--- src/bos_pkg.sv ---
// Notes on behaviour
// - the second byte after prefix ED selects single decrementing output (AB) or repeating decrementing output (BB).
// - prefix ED followed by B3 selects repeating output with an incrementing memory pointer.
// - each transfer first reads memory at the memory pointer pair and holds that byte until the output cycle.
// - the count is decremented after the memory read, and the output cycle drives port select on A0-A7 and the new count on A8-A15.
// - the low address byte picks one of 256 ports and the held byte is written to it on the data bus.
// - the incrementing repeating form adds one to the memory pointer pair after each byte is written.
// - the decrementing forms subtract one from the memory pointer pair as the last step of each transfer.
// - a repeating form whose new count is nonzero subtracts two from the program counter.
// - a repeating form whose new count is zero ends and moves on to the next instruction.
// - after each byte of a repeating form except the last, pending interrupts are taken and two refresh cycles are run.
// - a repeating form started with count zero wraps and moves 256 bytes.
// - a repeating pass that does not end takes 21 states split 4, 5, 3, 4, 5.
// - a single transfer, or the last pass of a repeat, takes 16 states split 4, 5, 3, 4.
// - the single form sets zero when the new count is zero and clears it otherwise, sets subtract, keeps carry.
// - a finished repeating form leaves zero and subtract set and carry unchanged.
package bos_pkg;
    localparam logic [7:0] BOS_OP_PREFIX = 8'hED;
    localparam logic [7:0] BOS_OP_DEC_SINGLE = 8'hAB;
    localparam logic [7:0] BOS_OP_DEC_REPEAT = 8'hBB;
    localparam logic [7:0] BOS_OP_INC_REPEAT = 8'hB3;

    // machine cycle lengths, then the refresh states within the repeat tail, in clock states, one state per clock
    localparam logic [2:0] BOS_T_OPC = 3'h4;
    localparam logic [2:0] BOS_T_OPC2 = 3'h5;
    localparam logic [2:0] BOS_T_MRD = 3'h3;
    localparam logic [2:0] BOS_T_IOWR = 3'h4;
    localparam logic [2:0] BOS_T_RPT = 3'h5;
    localparam logic [2:0] BOS_T_RFSH_A = 3'h0;
    localparam logic [2:0] BOS_T_RFSH_B = 3'h2;

    localparam logic [31:0] BOS_ADDR_CTRL = 32'h0000_0000;
    localparam logic [31:0] BOS_ADDR_PTR = 32'h0000_0004;
    localparam logic [31:0] BOS_ADDR_CNT = 32'h0000_0008;
    localparam logic [31:0] BOS_ADDR_PORT = 32'h0000_000C;
    localparam logic [31:0] BOS_ADDR_PC = 32'h0000_0010;
    localparam logic [31:0] BOS_ADDR_FLAGS = 32'h0000_0014;
    localparam logic [31:0] BOS_ADDR_STATUS = 32'h0000_0018;

    localparam int BOS_CTRL_START_BIT = 16;
    localparam int BOS_FLAG_Z_BIT = 6;
    localparam int BOS_FLAG_N_BIT = 1;
    localparam int BOS_ST_BUSY_BIT = 0;
    localparam int BOS_ST_ILLEGAL_BIT = 1;
    localparam int BOS_ST_SUSP_BIT = 2;

    localparam logic [15:0] BOS_RST_OP = 16'h0000;
    localparam logic [15:0] BOS_RST_PTR = 16'h0000;
    localparam logic [7:0] BOS_RST_CNT = 8'h00;
    localparam logic [7:0] BOS_RST_PORT = 8'h00;
    localparam logic [15:0] BOS_RST_PC = 16'h0000;
    localparam logic [7:0] BOS_RST_FLAGS = 8'h00;

    localparam logic [1:0] BOS_RESP_OKAY = 2'h0;
    localparam logic [1:0] BOS_RESP_SLVERR = 2'h2;

    typedef enum logic [1:0] {BOS_KIND_NONE, BOS_KIND_DEC_SINGLE, BOS_KIND_DEC_REPEAT,
        BOS_KIND_INC_REPEAT} bos_kind_type;

    typedef enum logic [2:0] {ST_IDLE, ST_OPC, ST_OPC2, ST_MRD, ST_IOWR, ST_RPT} bos_state_type;

    typedef struct packed {
        logic [15:0] addr;
        logic [7:0] data;
        logic mem_rd;
        logic io_wr;
        logic rfsh;
    } bos_bus_type;
endpackage : bos_pkg

--- src/bos_fifo.sv ---
`timescale 1ns/1ps
`default_nettype none
module bos_fifo #(
    parameter int WIDTH = 8,
    parameter int DEPTH = 32
) (
    input wire logic clk_sys_i,
    input wire logic sys_rst_i,
    input wire logic in_valid_i,
    output logic in_ready_o,
    input wire logic [WIDTH-1:0] in_data_i,
    output logic out_valid_o,
    input wire logic out_ready_i,
    output logic [WIDTH-1:0] out_data_o
);
    localparam int AW = $clog2(DEPTH);
    logic [WIDTH-1:0] mem [DEPTH];
    logic [AW-1:0] wr_idx;
    logic [AW-1:0] rd_idx;
    logic [AW:0] fill;
    wire push = in_valid_i && in_ready_o;
    wire pop = out_valid_o && out_ready_i;

    assign in_ready_o = (fill < (AW+1)'(DEPTH));
    assign out_valid_o = (fill != '0);
    assign out_data_o = mem[rd_idx];

    always_ff @(posedge clk_sys_i) begin
        if (push) begin
            mem[wr_idx] <= in_data_i;
        end
    end

    always_ff @(posedge clk_sys_i or posedge sys_rst_i) begin
        if (sys_rst_i) begin
            wr_idx <= '0;
            rd_idx <= '0;
            fill <= '0;
        end else begin
            if (push) begin
                wr_idx <= (wr_idx == AW'(DEPTH - 1)) ? '0 : wr_idx + 1'b1;
            end
            if (pop) begin
                rd_idx <= (rd_idx == AW'(DEPTH - 1)) ? '0 : rd_idx + 1'b1;
            end
            fill <= fill + (AW+1)'(push) - (AW+1)'(pop);
        end
    end
endmodule : bos_fifo
`default_nettype wire

--- src/bos_sequencer.sv ---
// The implementer's own choices: the register addresses and the AXI4-Lite slave port.
`timescale 1ns/1ps
`default_nettype none
module bos_sequencer import bos_pkg::*; #(
    parameter int FIFO_DEPTH = 32
) (
    input wire logic clk_sys_i,
    input wire logic sys_rst_i,
    input wire logic [31:0] s_axi_awaddr_i,
    input wire logic s_axi_awvalid_i,
    output logic s_axi_awready_o,
    input wire logic [31:0] s_axi_wdata_i,
    input wire logic [3:0] s_axi_wstrb_i,
    input wire logic s_axi_wvalid_i,
    output logic s_axi_wready_o,
    output logic [1:0] s_axi_bresp_o,
    output logic s_axi_bvalid_o,
    input wire logic s_axi_bready_i,
    input wire logic [31:0] s_axi_araddr_i,
    input wire logic s_axi_arvalid_i,
    output logic s_axi_arready_o,
    output logic [31:0] s_axi_rdata_o,
    output logic [1:0] s_axi_rresp_o,
    output logic s_axi_rvalid_o,
    input wire logic s_axi_rready_i,
    output bos_bus_type bus_o,
    input wire logic [7:0] data_i,
    input wire logic io_ready_i,
    input wire logic int_req_i,
    output logic int_ack_o
);
    bos_state_type state;
    bos_state_type next_state;
    bos_kind_type kind;
    logic [2:0] tcnt;
    logic [15:0] op;
    logic [15:0] memory_pointer_pair;
    logic [7:0] cnt;
    logic [7:0] port;
    logic [15:0] pc;
    logic [7:0] flags;
    logic illegal;
    logic suspended;
    logic [7:0] data_meta;
    logic [7:0] data_sync;
    logic [1:0] io_rdy_meta;
    logic [1:0] int_meta;
    logic [31:0] aw_addr;
    logic aw_held;
    logic [31:0] w_data;
    logic w_held;
    logic [31:0] rdata;
    logic [1:0] rresp;
    logic fifo_in_ready;
    logic fifo_out_valid;
    logic [7:0] fifo_out_data;

    function automatic bos_kind_type decode_op(input logic [15:0] code);
        if (code[15:8] != BOS_OP_PREFIX) begin
            return BOS_KIND_NONE;
        end
        case (code[7:0])
            BOS_OP_DEC_SINGLE: return BOS_KIND_DEC_SINGLE;
            BOS_OP_DEC_REPEAT: return BOS_KIND_DEC_REPEAT;
            BOS_OP_INC_REPEAT: return BOS_KIND_INC_REPEAT;
            default: return BOS_KIND_NONE;
        endcase
    endfunction : decode_op

    // pins pass two flops before use; only the second stage is read
    always_ff @(posedge clk_sys_i or posedge sys_rst_i) begin
        if (sys_rst_i) begin
            data_meta <= 8'h00;
            data_sync <= 8'h00;
            io_rdy_meta <= 2'h0;
            int_meta <= 2'h0;
        end else begin
            data_meta <= data_i;
            data_sync <= data_meta;
            io_rdy_meta <= {io_rdy_meta[0], io_ready_i};
            int_meta <= {int_meta[0], int_req_i};
        end
    end
    wire io_rdy_s = io_rdy_meta[1];
    wire int_s = int_meta[1];

    // register bus
    wire busy = (state != ST_IDLE);
    wire wr_fire = aw_held && w_held && !s_axi_bvalid_o;
    wire wr_ok = !busy;
    wire [15:0] wr_word = w_data[15:0];
    wire wr_ctrl = wr_fire && wr_ok && (aw_addr[7:0] == BOS_ADDR_CTRL[7:0]);
    wire wr_ptr = wr_fire && wr_ok && (aw_addr[7:0] == BOS_ADDR_PTR[7:0]);
    wire wr_cnt = wr_fire && wr_ok && (aw_addr[7:0] == BOS_ADDR_CNT[7:0]);
    wire wr_port = wr_fire && wr_ok && (aw_addr[7:0] == BOS_ADDR_PORT[7:0]);
    wire wr_pc = wr_fire && wr_ok && (aw_addr[7:0] == BOS_ADDR_PC[7:0]);
    wire wr_flags = wr_fire && wr_ok && (aw_addr[7:0] == BOS_ADDR_FLAGS[7:0]);
    wire wr_mapped = (aw_addr[31:5] == 27'h0) && (aw_addr[1:0] == 2'h0)
        && (aw_addr[4:2] != 3'h7);
    wire start_req = wr_ctrl && w_data[BOS_CTRL_START_BIT];
    wire bos_kind_type start_kind = decode_op(wr_word);

    assign s_axi_awready_o = !aw_held;
    assign s_axi_wready_o = !w_held;
    assign s_axi_arready_o = !s_axi_rvalid_o;

    always_ff @(posedge clk_sys_i or posedge sys_rst_i) begin
        if (sys_rst_i) begin
            aw_held <= 1'b0;
            w_held <= 1'b0;
            aw_addr <= 32'h0000_0000;
            w_data <= 32'h0000_0000;
            s_axi_bvalid_o <= 1'b0;
            s_axi_bresp_o <= BOS_RESP_OKAY;
        end else begin
            if (s_axi_awvalid_i && !aw_held) begin
                aw_held <= 1'b1;
                aw_addr <= s_axi_awaddr_i;
            end
            if (s_axi_wvalid_i && !w_held) begin
                w_held <= 1'b1;
                w_data <= s_axi_wdata_i;
            end
            if (wr_fire) begin
                aw_held <= 1'b0;
                w_held <= 1'b0;
                s_axi_bvalid_o <= 1'b1;
                s_axi_bresp_o <= wr_mapped ? BOS_RESP_OKAY : BOS_RESP_SLVERR;
            end else if (s_axi_bvalid_o && s_axi_bready_i) begin
                s_axi_bvalid_o <= 1'b0;
            end
        end
    end

    wire [7:0] status = {5'h00, suspended, illegal, busy};
    always_comb begin
        rresp = BOS_RESP_OKAY;
        case (s_axi_araddr_i)
            BOS_ADDR_CTRL: rdata = {16'h0000, op};
            BOS_ADDR_PTR: rdata = {16'h0000, memory_pointer_pair};
            BOS_ADDR_CNT: rdata = {24'h000000, cnt};
            BOS_ADDR_PORT: rdata = {24'h000000, port};
            BOS_ADDR_PC: rdata = {16'h0000, pc};
            BOS_ADDR_FLAGS: rdata = {24'h000000, flags};
            BOS_ADDR_STATUS: rdata = {24'h000000, status};
            default: begin
                rdata = 32'h0000_0000;
                rresp = BOS_RESP_SLVERR;
            end
        endcase
    end

    always_ff @(posedge clk_sys_i or posedge sys_rst_i) begin
        if (sys_rst_i) begin
            s_axi_rvalid_o <= 1'b0;
            s_axi_rdata_o <= 32'h0000_0000;
            s_axi_rresp_o <= BOS_RESP_OKAY;
        end else if (s_axi_arvalid_i && !s_axi_rvalid_o) begin
            s_axi_rvalid_o <= 1'b1;
            s_axi_rdata_o <= rdata;
            s_axi_rresp_o <= rresp;
        end else if (s_axi_rready_i) begin
            s_axi_rvalid_o <= 1'b0;
        end
    end

    // sequencing: one clock per state
    logic [2:0] tlen;
    always_comb begin
        case (state)
            ST_OPC: tlen = BOS_T_OPC;
            ST_OPC2: tlen = BOS_T_OPC2;
            ST_MRD: tlen = BOS_T_MRD;
            ST_IOWR: tlen = BOS_T_IOWR;
            ST_RPT: tlen = BOS_T_RPT;
            default: tlen = 3'h1;
        endcase
    end
    wire last_t = (tcnt == tlen - 3'h1);
    wire repeating = (kind != BOS_KIND_DEC_SINGLE);
    // the byte is pushed only once the fifo can take it, so a full fifo stalls the read
    wire mrd_done = (state == ST_MRD) && last_t && fifo_in_ready;
    // a slow peripheral or a missing byte stretches the output cycle
    wire iow_done = (state == ST_IOWR) && last_t && fifo_out_valid && io_rdy_s;
    wire again = repeating && (cnt != 8'h00);
    wire rpt_done = (state == ST_RPT) && last_t;
    wire hold_t = ((state == ST_MRD) && last_t && !fifo_in_ready)
        || ((state == ST_IOWR) && last_t && !iow_done);

    always_comb begin
        next_state = state;
        case (state)
            ST_IDLE: begin
                if (start_req && (start_kind != BOS_KIND_NONE)) begin
                    next_state = ST_OPC;
                end
            end
            ST_OPC: next_state = last_t ? ST_OPC2 : ST_OPC;
            ST_OPC2: next_state = last_t ? ST_MRD : ST_OPC2;
            ST_MRD: next_state = mrd_done ? ST_IOWR : ST_MRD;
            ST_IOWR: begin
                if (iow_done) begin
                    next_state = again ? ST_RPT : ST_IDLE;
                end
            end
            ST_RPT: begin
                if (rpt_done) begin
                    next_state = int_s ? ST_IDLE : ST_OPC;
                end
            end
            default: next_state = ST_IDLE;
        endcase
    end

    always_ff @(posedge clk_sys_i or posedge sys_rst_i) begin
        if (sys_rst_i) begin
            state <= ST_IDLE;
            tcnt <= 3'h0;
        end else begin
            state <= next_state;
            tcnt <= (next_state != state) ? 3'h0 : (hold_t ? tcnt : tcnt + 3'h1);
        end
    end

    // architectural registers, written by software only while idle
    always_ff @(posedge clk_sys_i or posedge sys_rst_i) begin
        if (sys_rst_i) begin
            op <= BOS_RST_OP;
            kind <= BOS_KIND_NONE;
            illegal <= 1'b0;
            suspended <= 1'b0;
            int_ack_o <= 1'b0;
            memory_pointer_pair <= BOS_RST_PTR;
            cnt <= BOS_RST_CNT;
            port <= BOS_RST_PORT;
            pc <= BOS_RST_PC;
            flags <= BOS_RST_FLAGS;
        end else begin
            int_ack_o <= rpt_done && int_s;
            if (wr_ctrl) begin
                op <= wr_word;
                if (start_req) begin
                    kind <= start_kind;
                    illegal <= (start_kind == BOS_KIND_NONE);
                    suspended <= 1'b0;
                end
            end
            if (wr_ptr) begin
                memory_pointer_pair <= wr_word;
            end
            if (wr_cnt) begin
                cnt <= wr_word[7:0];
            end
            if (wr_port) begin
                port <= wr_word[7:0];
            end
            if (wr_pc) begin
                pc <= wr_word;
            end
            if (wr_flags) begin
                flags <= wr_word[7:0];
            end
            // each opcode byte fetch advances the program counter by one
            if ((state == ST_OPC || state == ST_OPC2) && last_t) begin
                pc <= pc + 16'h0001;
            end
            if (mrd_done) begin
                cnt <= cnt - 8'h01;
            end
            if (iow_done) begin
                if (kind == BOS_KIND_INC_REPEAT) begin
                    memory_pointer_pair <= memory_pointer_pair + 16'h0001;
                end else begin
                    memory_pointer_pair <= memory_pointer_pair - 16'h0001;
                end
                flags[BOS_FLAG_Z_BIT] <= (cnt == 8'h00);
                flags[BOS_FLAG_N_BIT] <= 1'b1;
                if (again) begin
                    pc <= pc - 16'h0002;
                end
            end
            // an interrupt leaves pc on the instruction so it resumes after service
            if (rpt_done && int_s) begin
                suspended <= 1'b1;
            end
        end
    end

    bos_fifo #(
        .WIDTH(8),
        .DEPTH(FIFO_DEPTH)
    ) u_fifo (
        .clk_sys_i(clk_sys_i),
        .sys_rst_i(sys_rst_i),
        .in_valid_i(mrd_done),
        .in_ready_o(fifo_in_ready),
        .in_data_i(data_sync),
        .out_valid_o(fifo_out_valid),
        .out_ready_i(iow_done),
        .out_data_o(fifo_out_data)
    );

    // bus outputs from flops; memory and port cycles never overlap
    bos_bus_type next_bus;
    always_comb begin
        next_bus = '0;
        case (next_state)
            ST_OPC, ST_OPC2: next_bus.addr = pc;
            ST_MRD: begin
                next_bus.addr = memory_pointer_pair;
                next_bus.mem_rd = 1'b1;
            end
            ST_IOWR: begin
                next_bus.addr = {(state == ST_MRD) ? cnt - 8'h01 : cnt, port};
                next_bus.data = fifo_out_data;
                next_bus.io_wr = 1'b1;
            end
            default: next_bus = '0;
        endcase
        if (state == ST_MRD && next_state == ST_IOWR) begin
            next_bus.data = data_sync;
        end
        if (state == ST_IOWR && next_state == ST_RPT) begin
            next_bus.rfsh = 1'b1;
        end else if (state == ST_RPT && next_state == ST_RPT
                     && tcnt + 3'h1 == BOS_T_RFSH_B) begin
            next_bus.rfsh = 1'b1;
        end
    end

    always_ff @(posedge clk_sys_i or posedge sys_rst_i) begin
        if (sys_rst_i) begin
            bus_o <= '0;
        end else begin
            bus_o <= next_bus;
        end
    end
endmodule : bos_sequencer
`default_nettype wire

--- config.mk ---
export PLATFORM = sky130hd
export DESIGN_NAME = bos_sequencer
export DESIGN_NICKNAME = d
export VERILOG_FILES = /design/src/bos_pkg.sv /design/src/bos_fifo.sv /design/src/bos_sequencer.sv
export SDC_FILE = /design/constraint.sdc
export NUM_CORES = 1
export LEC_CHECK = 0
export ABC_AREA = 1
export BUFFER_PORTS_ARGS = -buffer_cell sky130_fd_sc_hd__buf_2
export CORE_MARGIN = 2
export CORE_UTILIZATION = 25
export DETAILED_ROUTE_END_ITERATION = 12
export PLACE_DENSITY = 0.38
export SYNTH_ARGS = -nofsm -noshare
export SYNTH_HDL_FRONTEND = slang
export SYNTH_SLANG_ARGS = --single-unit
export TNS_END_PERCENT = 30
--- constraint.sdc ---
create_clock -name clk_sys_i -period 10 [get_ports clk_sys_i]
set_input_delay 2 -clock clk_sys_i [delete_from_list [all_inputs] [get_ports clk_sys_i]]
set_output_delay 2 -clock clk_sys_i [all_outputs]
set_load 0.02 [all_outputs]
==> key figures, run 1 <==
Run status
  – Outcome: finished, final reports clean

Timing
  – RSZ-0062 raised after global routing: false
  – Final Cycle Share: 44.70%
  – Slew Viols, Final: 0
  – Setup_tns: 0 ns
  – Max Freq: 0.2237 GHz
  – Layout Skew: 0.07096 ns
  – Final Hold Viols: 0
  – Slew headroom: 20.43%
  – Endpoints failing setup: 0
  – Worst slew pin tran: 1.184 ns
  – Period minus WS final: 4.470 ns

Power and ir drop
  – Internal Dissipation: 0.003630 W
  – Worst vdd ir: 0.1487 mV
  – Reported net switching power: 0.001307 W
  – Lkg Pwr: 10.68 nW
  – Comb power frac: 10.6%
  – Clock share of power: 43.3%
  – Sw frac: 26.48%
  – Pwr Density: 191.9 mW/mm^2
  – Sequential power share: 46.2%

Run
  – Max-cap viol count: 0

Clocking
  – Clock transition at path regs: 0.06 ns
  – Bufs on Longest Clock Path: 3
  – CTS sink count: 473
  – CTS resizes: 0
  – CTS HTree Levels: 2
  – Clock latency on the worst-skew pair: 0.65 ns
  – Inserted Clock Buffers: 57
  – Root buffer cell: clkbuf_16
  – Post-CTS Hold Fix Bufs: 0
  – CTS tree: done
  – Setup bufs post-CTS: 0

Critical path
  – Worst path arrival time: 4.96 ns
  – Critical path type: register to register
  – Crit-path max FO: 36
  – Slowest cell on crit path: dfrtp_1
  – Startpoint types: register
  – Worst EP required: 10.49 ns
  – Slowest stage delay, CP: 0.45 ns
  – Crit path cell chain: inv_1, nor3_4, inv_1, ha_1, xnor2_1, inv_1, o21ai_2, nand2_2, nand2_2, nor2_1, nand2_2, buf_4, inv_1, ha_1, inv_1, ha_1, fa_1, a21oi_1, o21ai_0, xor2_1
  – Worst r2r src: state[0]$_DFF_PP0_
  – CP delay by family, top: adder cells
  – Crit path top cell by count: inv_1
  – CP Launch Point: state[0]$_DFF_PP0_
  – Critical Path End Type: register
  – Worst Path Buf+Inv: 6

Yosys
  – Synth Flop Type: edfxtp_1
  – Post-synth ARST share: 45.88%
  – Post-Synthesis Cell Area: 0.02187 mm^2
  – Library cells used by synthesis: 55
  – Yosys top cell by area: edfxtp_1
  – Gate Count Post-Synth: 2,174
  – Most common cell in the netlist: nand2_1
  – YS warnings: 0
  – Commonest cells post-synth: nand2_1 (438), edfxtp_1 (256), dfrtp_1 (217), a21oi_1 (185), nor2_1 (163)
  – Dominant cells by area after synthesis: edfxtp_1 (35%), dfrtp_1 (25%), nand2_1 (7.5%)
  – Yosys reg bits: 473
  – Syn avg cell area: 10.06 um^2
  – Post-synthesis sequential area ratio: 59.99%
  – Post-synth top area share: 35.16%
  – Post-synth EDFFs: 256

Die
  – Die width: 299.7 um
  – Core ar.: 0.08675 mm^2
  – Die area: 0.08984 mm^2
  – # IOs: 186
  – Die H: 299.7 um
  – Initial Utilization: 25.20%
  – Row count: 108

Layout
  – Fillers: 9,158
  – Final core utilization: 29.66%
  – Area delta synth->final: 17.66%
  – Fin area: 0.02573 mm^2
  – Sequential Area: 0.01312 mm^2
  – Area occupied by multi-input gates: 0.007701 mm^2
  – Fraction of layout cells with a size suffix above 1: 14.58%
  – Fin nets: 2,461
  – Cell Count, Final, Fillers Out: 3,509

Routing
  – Post-DR vias/cell: 4.641
  – Via count: 16,290
  – Final WL: 67,650 um
  – Initial drt markers: 1,002
  – Routed Antenna Nets: 0
  – Drt drc: 0
  – First-pass DRT Iterations: 5
  – Wire per inst: 19.28 um

Global routing
  – Grt met1 use: 21.23%
  – Most Crowded Layer GR: met2
  – Number of global-route vias before repair: 16,200
  – Pin count of the biggest net entering global routing: 99
  – GRT met3 Usage: 2.825%
  – Global-route wire length before repair: 102,700 um
  – Total GRT Usage: 14.99%
  – Grt total ovfl: 0
  – Initial antenna violation count: 6
  – Met2 Track Usage GR: 23.61%

Placed design
  – Gpl congestion: 0.8052
  – Placed inst area: 0.02377 mm^2
  – Cell total after placement: 3,401
  – Post-DP HPWL: 44,400 um
  – PortBufs: 148

Worst hold path
  – Worst Hold Class: register to register
  – HP Start: data_meta[0]$_DFF_PP0_
layout by cell type (no fill, tap or decap), types with 35 or more instances in the layout:
cell       netlist  routed
a21oi_1        185     185
a22oi_1         35      35
buf_2           12     148
clkbuf_16        0      58
dfrtp_1        217     215
edfxtp_1       256     256
ha_1            37      37
inv_1          135     132
nand2_1        438     438
nand3_1        139     139
nor2_1         163     162
o21ai_0        158     158
xor2_1          38      38
worst paths after layout:
kind	depth (start not counted)	end	slack, ns
setup reg to reg	20	u_fifo.fill[4]$_DFF_PP0_	5.53
hold / removal	0	data_sync[0]$_DFF_PP0_	0.34
min in group asynchronous	2	aw_addr[19]$_DFFE_PP0P_	1.45
max in group asynchronous	3	u_fifo.rd_idx[0]$_DFFE_PP0P_	7.08
hold reg to reg	0	data_sync[0]$_DFF_PP0_	0.34
setup / recovery	20	u_fifo.fill[4]$_DFF_PP0_	5.53
area by class of cell:
cell class / instances / area share (%)
inverter: 148 / 2.198
multi-input combinational: 1451 / 29.93
sequential: 473 / 51.01
clock buffer: 85 / 6.386
clock inverter: 22 / 1.211
timing repair buffer: 174 / 3.638
antenna: 1 / 0.009727
tap: 1155 / 5.617
flip-flops by register name, indices dropped and copies added, names as in the netlist, 3 cells and up:
| signal | flops |
|---|---|
| port | 8 |
| tcnt | 3 |
| pc | 16 |
| op | 16 |
| u_fifo.mem | 256 |
| w_data | 17 |
| memory_pointer_pair | 16 |
| u_fifo.wr_idx | 5 |
| u_fifo.rd_idx | 5 |
| u_fifo.fill | 6 |
| state | 3 |
| bus_o | 27 |
| s_axi_rdata_o | 16 |
| data_meta | 8 |
| aw_addr | 32 |
| data_sync | 8 |
| flags | 8 |
| cnt | 8 |
through the flow:
stage,hold WS (ns),power [W],setup slack (ns)
global route,0.3519,0.005162,5.185
CTS,0.3483,0.005011,5.438
global placement,0.3382,0.002829,5.545
finish,0.3450,0.004937,5.530
detailed placement,0.3347,0.002843,5.471
floorplan,0.3312,0.002637,2.064
worst register-to-register path: stages, from the launching register on:
cell,delay [ns]
dfrtp_1,0.45
inv_1,0.12
nor3_4,0.17
inv_1,0.25
ha_1,0.31
xnor2_1,0.23
inv_1,0.08
o21ai_2,0.08
nand2_2,0.13
nand2_2,0.12
nor2_1,0.07
nand2_2,0.06
buf_4,0.36
inv_1,0.37
ha_1,0.39
inv_1,0.04
ha_1,0.22
fa_1,0.44
a21oi_1,0.15
o21ai_0,0.12
xor2_1,0.16
routing by layer:
layer  vias to the layer above  wire length [um]
met3                        82              3538
met4                         6              1398
li1                       7792                 -
met5                         -                38
met2                       400             30620
met1                      8005             32060
power by group through the flow:
stage          combinational, W  clock [W]  sequential (W)
3_5_place_dp           0.000526          0         0.00232
6_report               0.000521    0.00214         0.00228
5_1_grt                0.000585    0.00228         0.00230
4_1_cts                0.000530    0.00220         0.00228
2_1_floorplan          0.000343          0         0.00229
3_3_place_gp           0.000517          0         0.00231
kinds of logic (layout without fill, tap and decap cells):
kind of cell	after synthesis	after routing	synth area share, %
compound gates	473	473	12.27
xor+xnor	45	45	1.802
fa+ha+maj	39	39	2.300
buf+inv	267	429	5.116
flops	473	473	59.99
mux	26	26	1.339
other cells	1	19	0.01715
simple gates	850	850	17.16
Power figures use the tool's default switching activity.
==> run 2, diff against run 1 <==
- PLACE_DENSITY: 0.38 -> 0.39
- clock period: 10 -> 3.7 ns (I/O delays scaled with it)
==> key figures, run 2 (synthesis results as in run 1) <==
Run status
  – Outcome: finished, final reports clean

Worst hold path
  – Worst Hold Class: input port to register

Clocking
  – Root buffer cell: clkbuf_16
  – CTS tree: done
  – CTS sink count: 473
  – Clock latency on the worst-skew pair: 0.62 ns
  – Inserted Clock Buffers: 55
  – Setup bufs post-CTS: 0
  – CTS HTree Levels: 2
  – Post-CTS Hold Fix Bufs: 0
  – CTS resizes: 0
  – Clock transition at path regs: 0.06 ns
  – Bufs on Longest Clock Path: 3

Layout
  – Most common cell after layout, fill and taps aside: nand2_1
  – Area delta synth->final: 18.98%
  – Final core utilization: 29.99%
  – Top flop regs: u_fifo.mem: 256 flops, aw_addr: 32 flops, bus_o: 27 flops
  – Sequential Area: 0.01312 mm^2
  – Largest register FFs: 256
  – Commonest non-fill, non-tap cells in the layout: nand2_1 (438), edfxtp_1 (256), dfrtp_1 (215), a21oi_1 (185), nor2_1 (162)
  – Fin area: 0.02602 mm^2
  – Inserted Diodes: 0
  – Fillers: 9,133
  – Fraction of layout cells with a size suffix above 1: 16.08%
  – Fin nets: 2,509
  – Cell Count, Final, Fillers Out: 3,555
  – Area occupied by multi-input gates: 0.007696 mm^2
  – Largest Register: u_fifo.mem

Die
  – Initial Utilization: 25.20%
  – Row count: 108
  – Core ar.: 0.08675 mm^2
  – Die width: 299.7 um
  – # IOs: 186
  – Die H: 299.7 um
  – Die area: 0.08984 mm^2

Timing
  – Slew Viols, Final: 0
  – Slew headroom: 20.97%
  – Endpoints failing setup: 0
  – RSZ-0062 raised after global routing: false
  – Min Hold Slack: 0.2303 ns
  – Worst slew pin tran: 1.183 ns
  – Period minus WS final: 3.330 ns
  – Max Freq: 0.3003 GHz
  – Layout Skew: 0.05374 ns
  – Final Cycle Share: 90.00%
  – Final Hold Viols: 0

Critical path
  – Worst EP required: 4.18 ns
  – R2R setup slack: 0.37 ns
  – Slowest cell on crit path: dfrtp_1
  – Crit-path max FO: 6
  – Slowest stage delay, CP: 0.44 ns
  – CP delay by family, top: adder cells
  – Startpoint types: register
  – Critical Path End Type: register
  – Crit path cell chain: inv_1, nor3_4, inv_1, ha_1, xnor2_1, inv_1, o21ai_2, nand2_2, nand2_2, nor2_1, nand2_2, inv_1, ha_1, inv_1, ha_1, fa_1, a21oi_1, o21ai_0, xor2_1
  – Critical path type: register to register
  – Worst path arrival time: 3.81 ns
  – Worst Path Buf+Inv: 5
  – Crit path top cell by count: inv_1

Placed design
  – Gpl congestion: 0.8244
  – PortBufs: 148
  – Cell total after placement: 3,451
  – Post-DP HPWL: 45,360 um
  – Placed inst area: 0.02422 mm^2

Global routing
  – Number of global-route vias before repair: 16,580
  – Grt total ovfl: 0
  – Total GRT Usage: 15.16%
  – Initial antenna violation count: 3
  – Pin count of the biggest net entering global routing: 131
  – Global-route wire length before repair: 104,400 um

Routing
  – Initial drt markers: 1,273
  – Via count: 16,510
  – Final WL: 68,340 um
  – Drt drc: 0
  – Post-DR vias/cell: 4.644
  – First-pass DRT Iterations: 5
  – Routed Antenna Nets: 0
  – Wire per inst: 19.22 um

Power and ir drop
  – Lkg Pwr: 10.89 nW
  – Sw frac: 26.63%
  – Sequential power share: 47.5%
  – Worst vdd ir: 0.3715 mV
  – Clock share of power: 41.4%
  – Comb power frac: 11.1%
  – Internal Dissipation: 0.009508 W
  – Pwr Density: 498.1 mW/mm^2
  – Reported net switching power: 0.003451 W

Run
  – Max-cap viol count: 0
-- run 2: final cells by class --
| cell class | instances | share of cell area, % |
|---|---|---|
| clock buffers | 78 | 5.930 |
| inverters | 148 | 2.155 |
| flip-flops and latches | 473 | 50.44 |
| repair buffers | 224 | 5.377 |
| clock inverters | 26 | 0.9619 |
| multi-input cells | 1451 | 29.58 |
| well taps | 1155 | 5.555 |
-- run 2: stage by stage --
| stage | total power, W | worst slack [ns] | setup TNS (ns) |
|---|---|---|---|
| detailed placement | 0.007703 | 0.3862 | 0 |
| floorplan | 0.007126 | -0.06419 | -0.06419 |
| finish | 0.01296 | 0.3701 | 0 |
| CTS | 0.01314 | 0.3447 | 0 |
| global placement | 0.007675 | 0.3174 | 0 |
| global route | 0.01355 | 0.02372 | 0 |
-- run 2: worst reg2reg max path: stages (launching register included) --
cell     delay (ns)
dfrtp_1        0.44
inv_1          0.12
nor3_4         0.17
inv_1          0.07
ha_1           0.21
xnor2_1        0.23
inv_1          0.08
o21ai_2        0.08
nand2_2        0.13
nand2_2        0.12
nor2_1         0.07
nand2_2        0.07
inv_1          0.06
ha_1           0.27
inv_1          0.04
ha_1           0.22
fa_1           0.43
a21oi_1        0.14
o21ai_0        0.11
xor2_1         0.15
-- run 2: power by group through the flow --
| stage | logic (W) | registers, W | clock network [W] |
|---|---|---|---|
| floorplan | 0.000927 | 0.00620 | 0 |
| global route | 0.00161 | 0.00620 | 0.00574 |
| finish | 0.00144 | 0.00616 | 0.00536 |
| CTS | 0.00145 | 0.00616 | 0.00554 |
| detailed placement | 0.00144 | 0.00626 | 0 |
| global placement | 0.00142 | 0.00625 | 0 |
-- run 2: worst paths after layout --
path	startpoint	end	cells after the start
min in group asynchronous	sys_rst_i	aw_addr[8]$_DFFE_PP0P_	2
max	state[0]$_DFF_PP0_	u_fifo.fill[4]$_DFF_PP0_	19
max reg2reg	state[0]$_DFF_PP0_	u_fifo.fill[4]$_DFF_PP0_	19
min reg2reg	data_meta[6]$_DFF_PP0_	data_sync[6]$_DFF_PP0_	0
max in group asynchronous	sys_rst_i	bus_o[2]$_DFF_PP0_	3
min	int_req_i	int_meta[0]$_DFF_PP0_	1
-- run 2: per-layer routing --
layer	part of all wire, %	wire length, um	vias to the layer above	GRT usage (%)
met1	49	33200	8138	21.85
li1	-	-	7887	-
met3	4.5	3083	85	2.226
met2	45	30570	395	23.89
met5	0.040	27	-	0
met4	2.1	1459	4	3.714
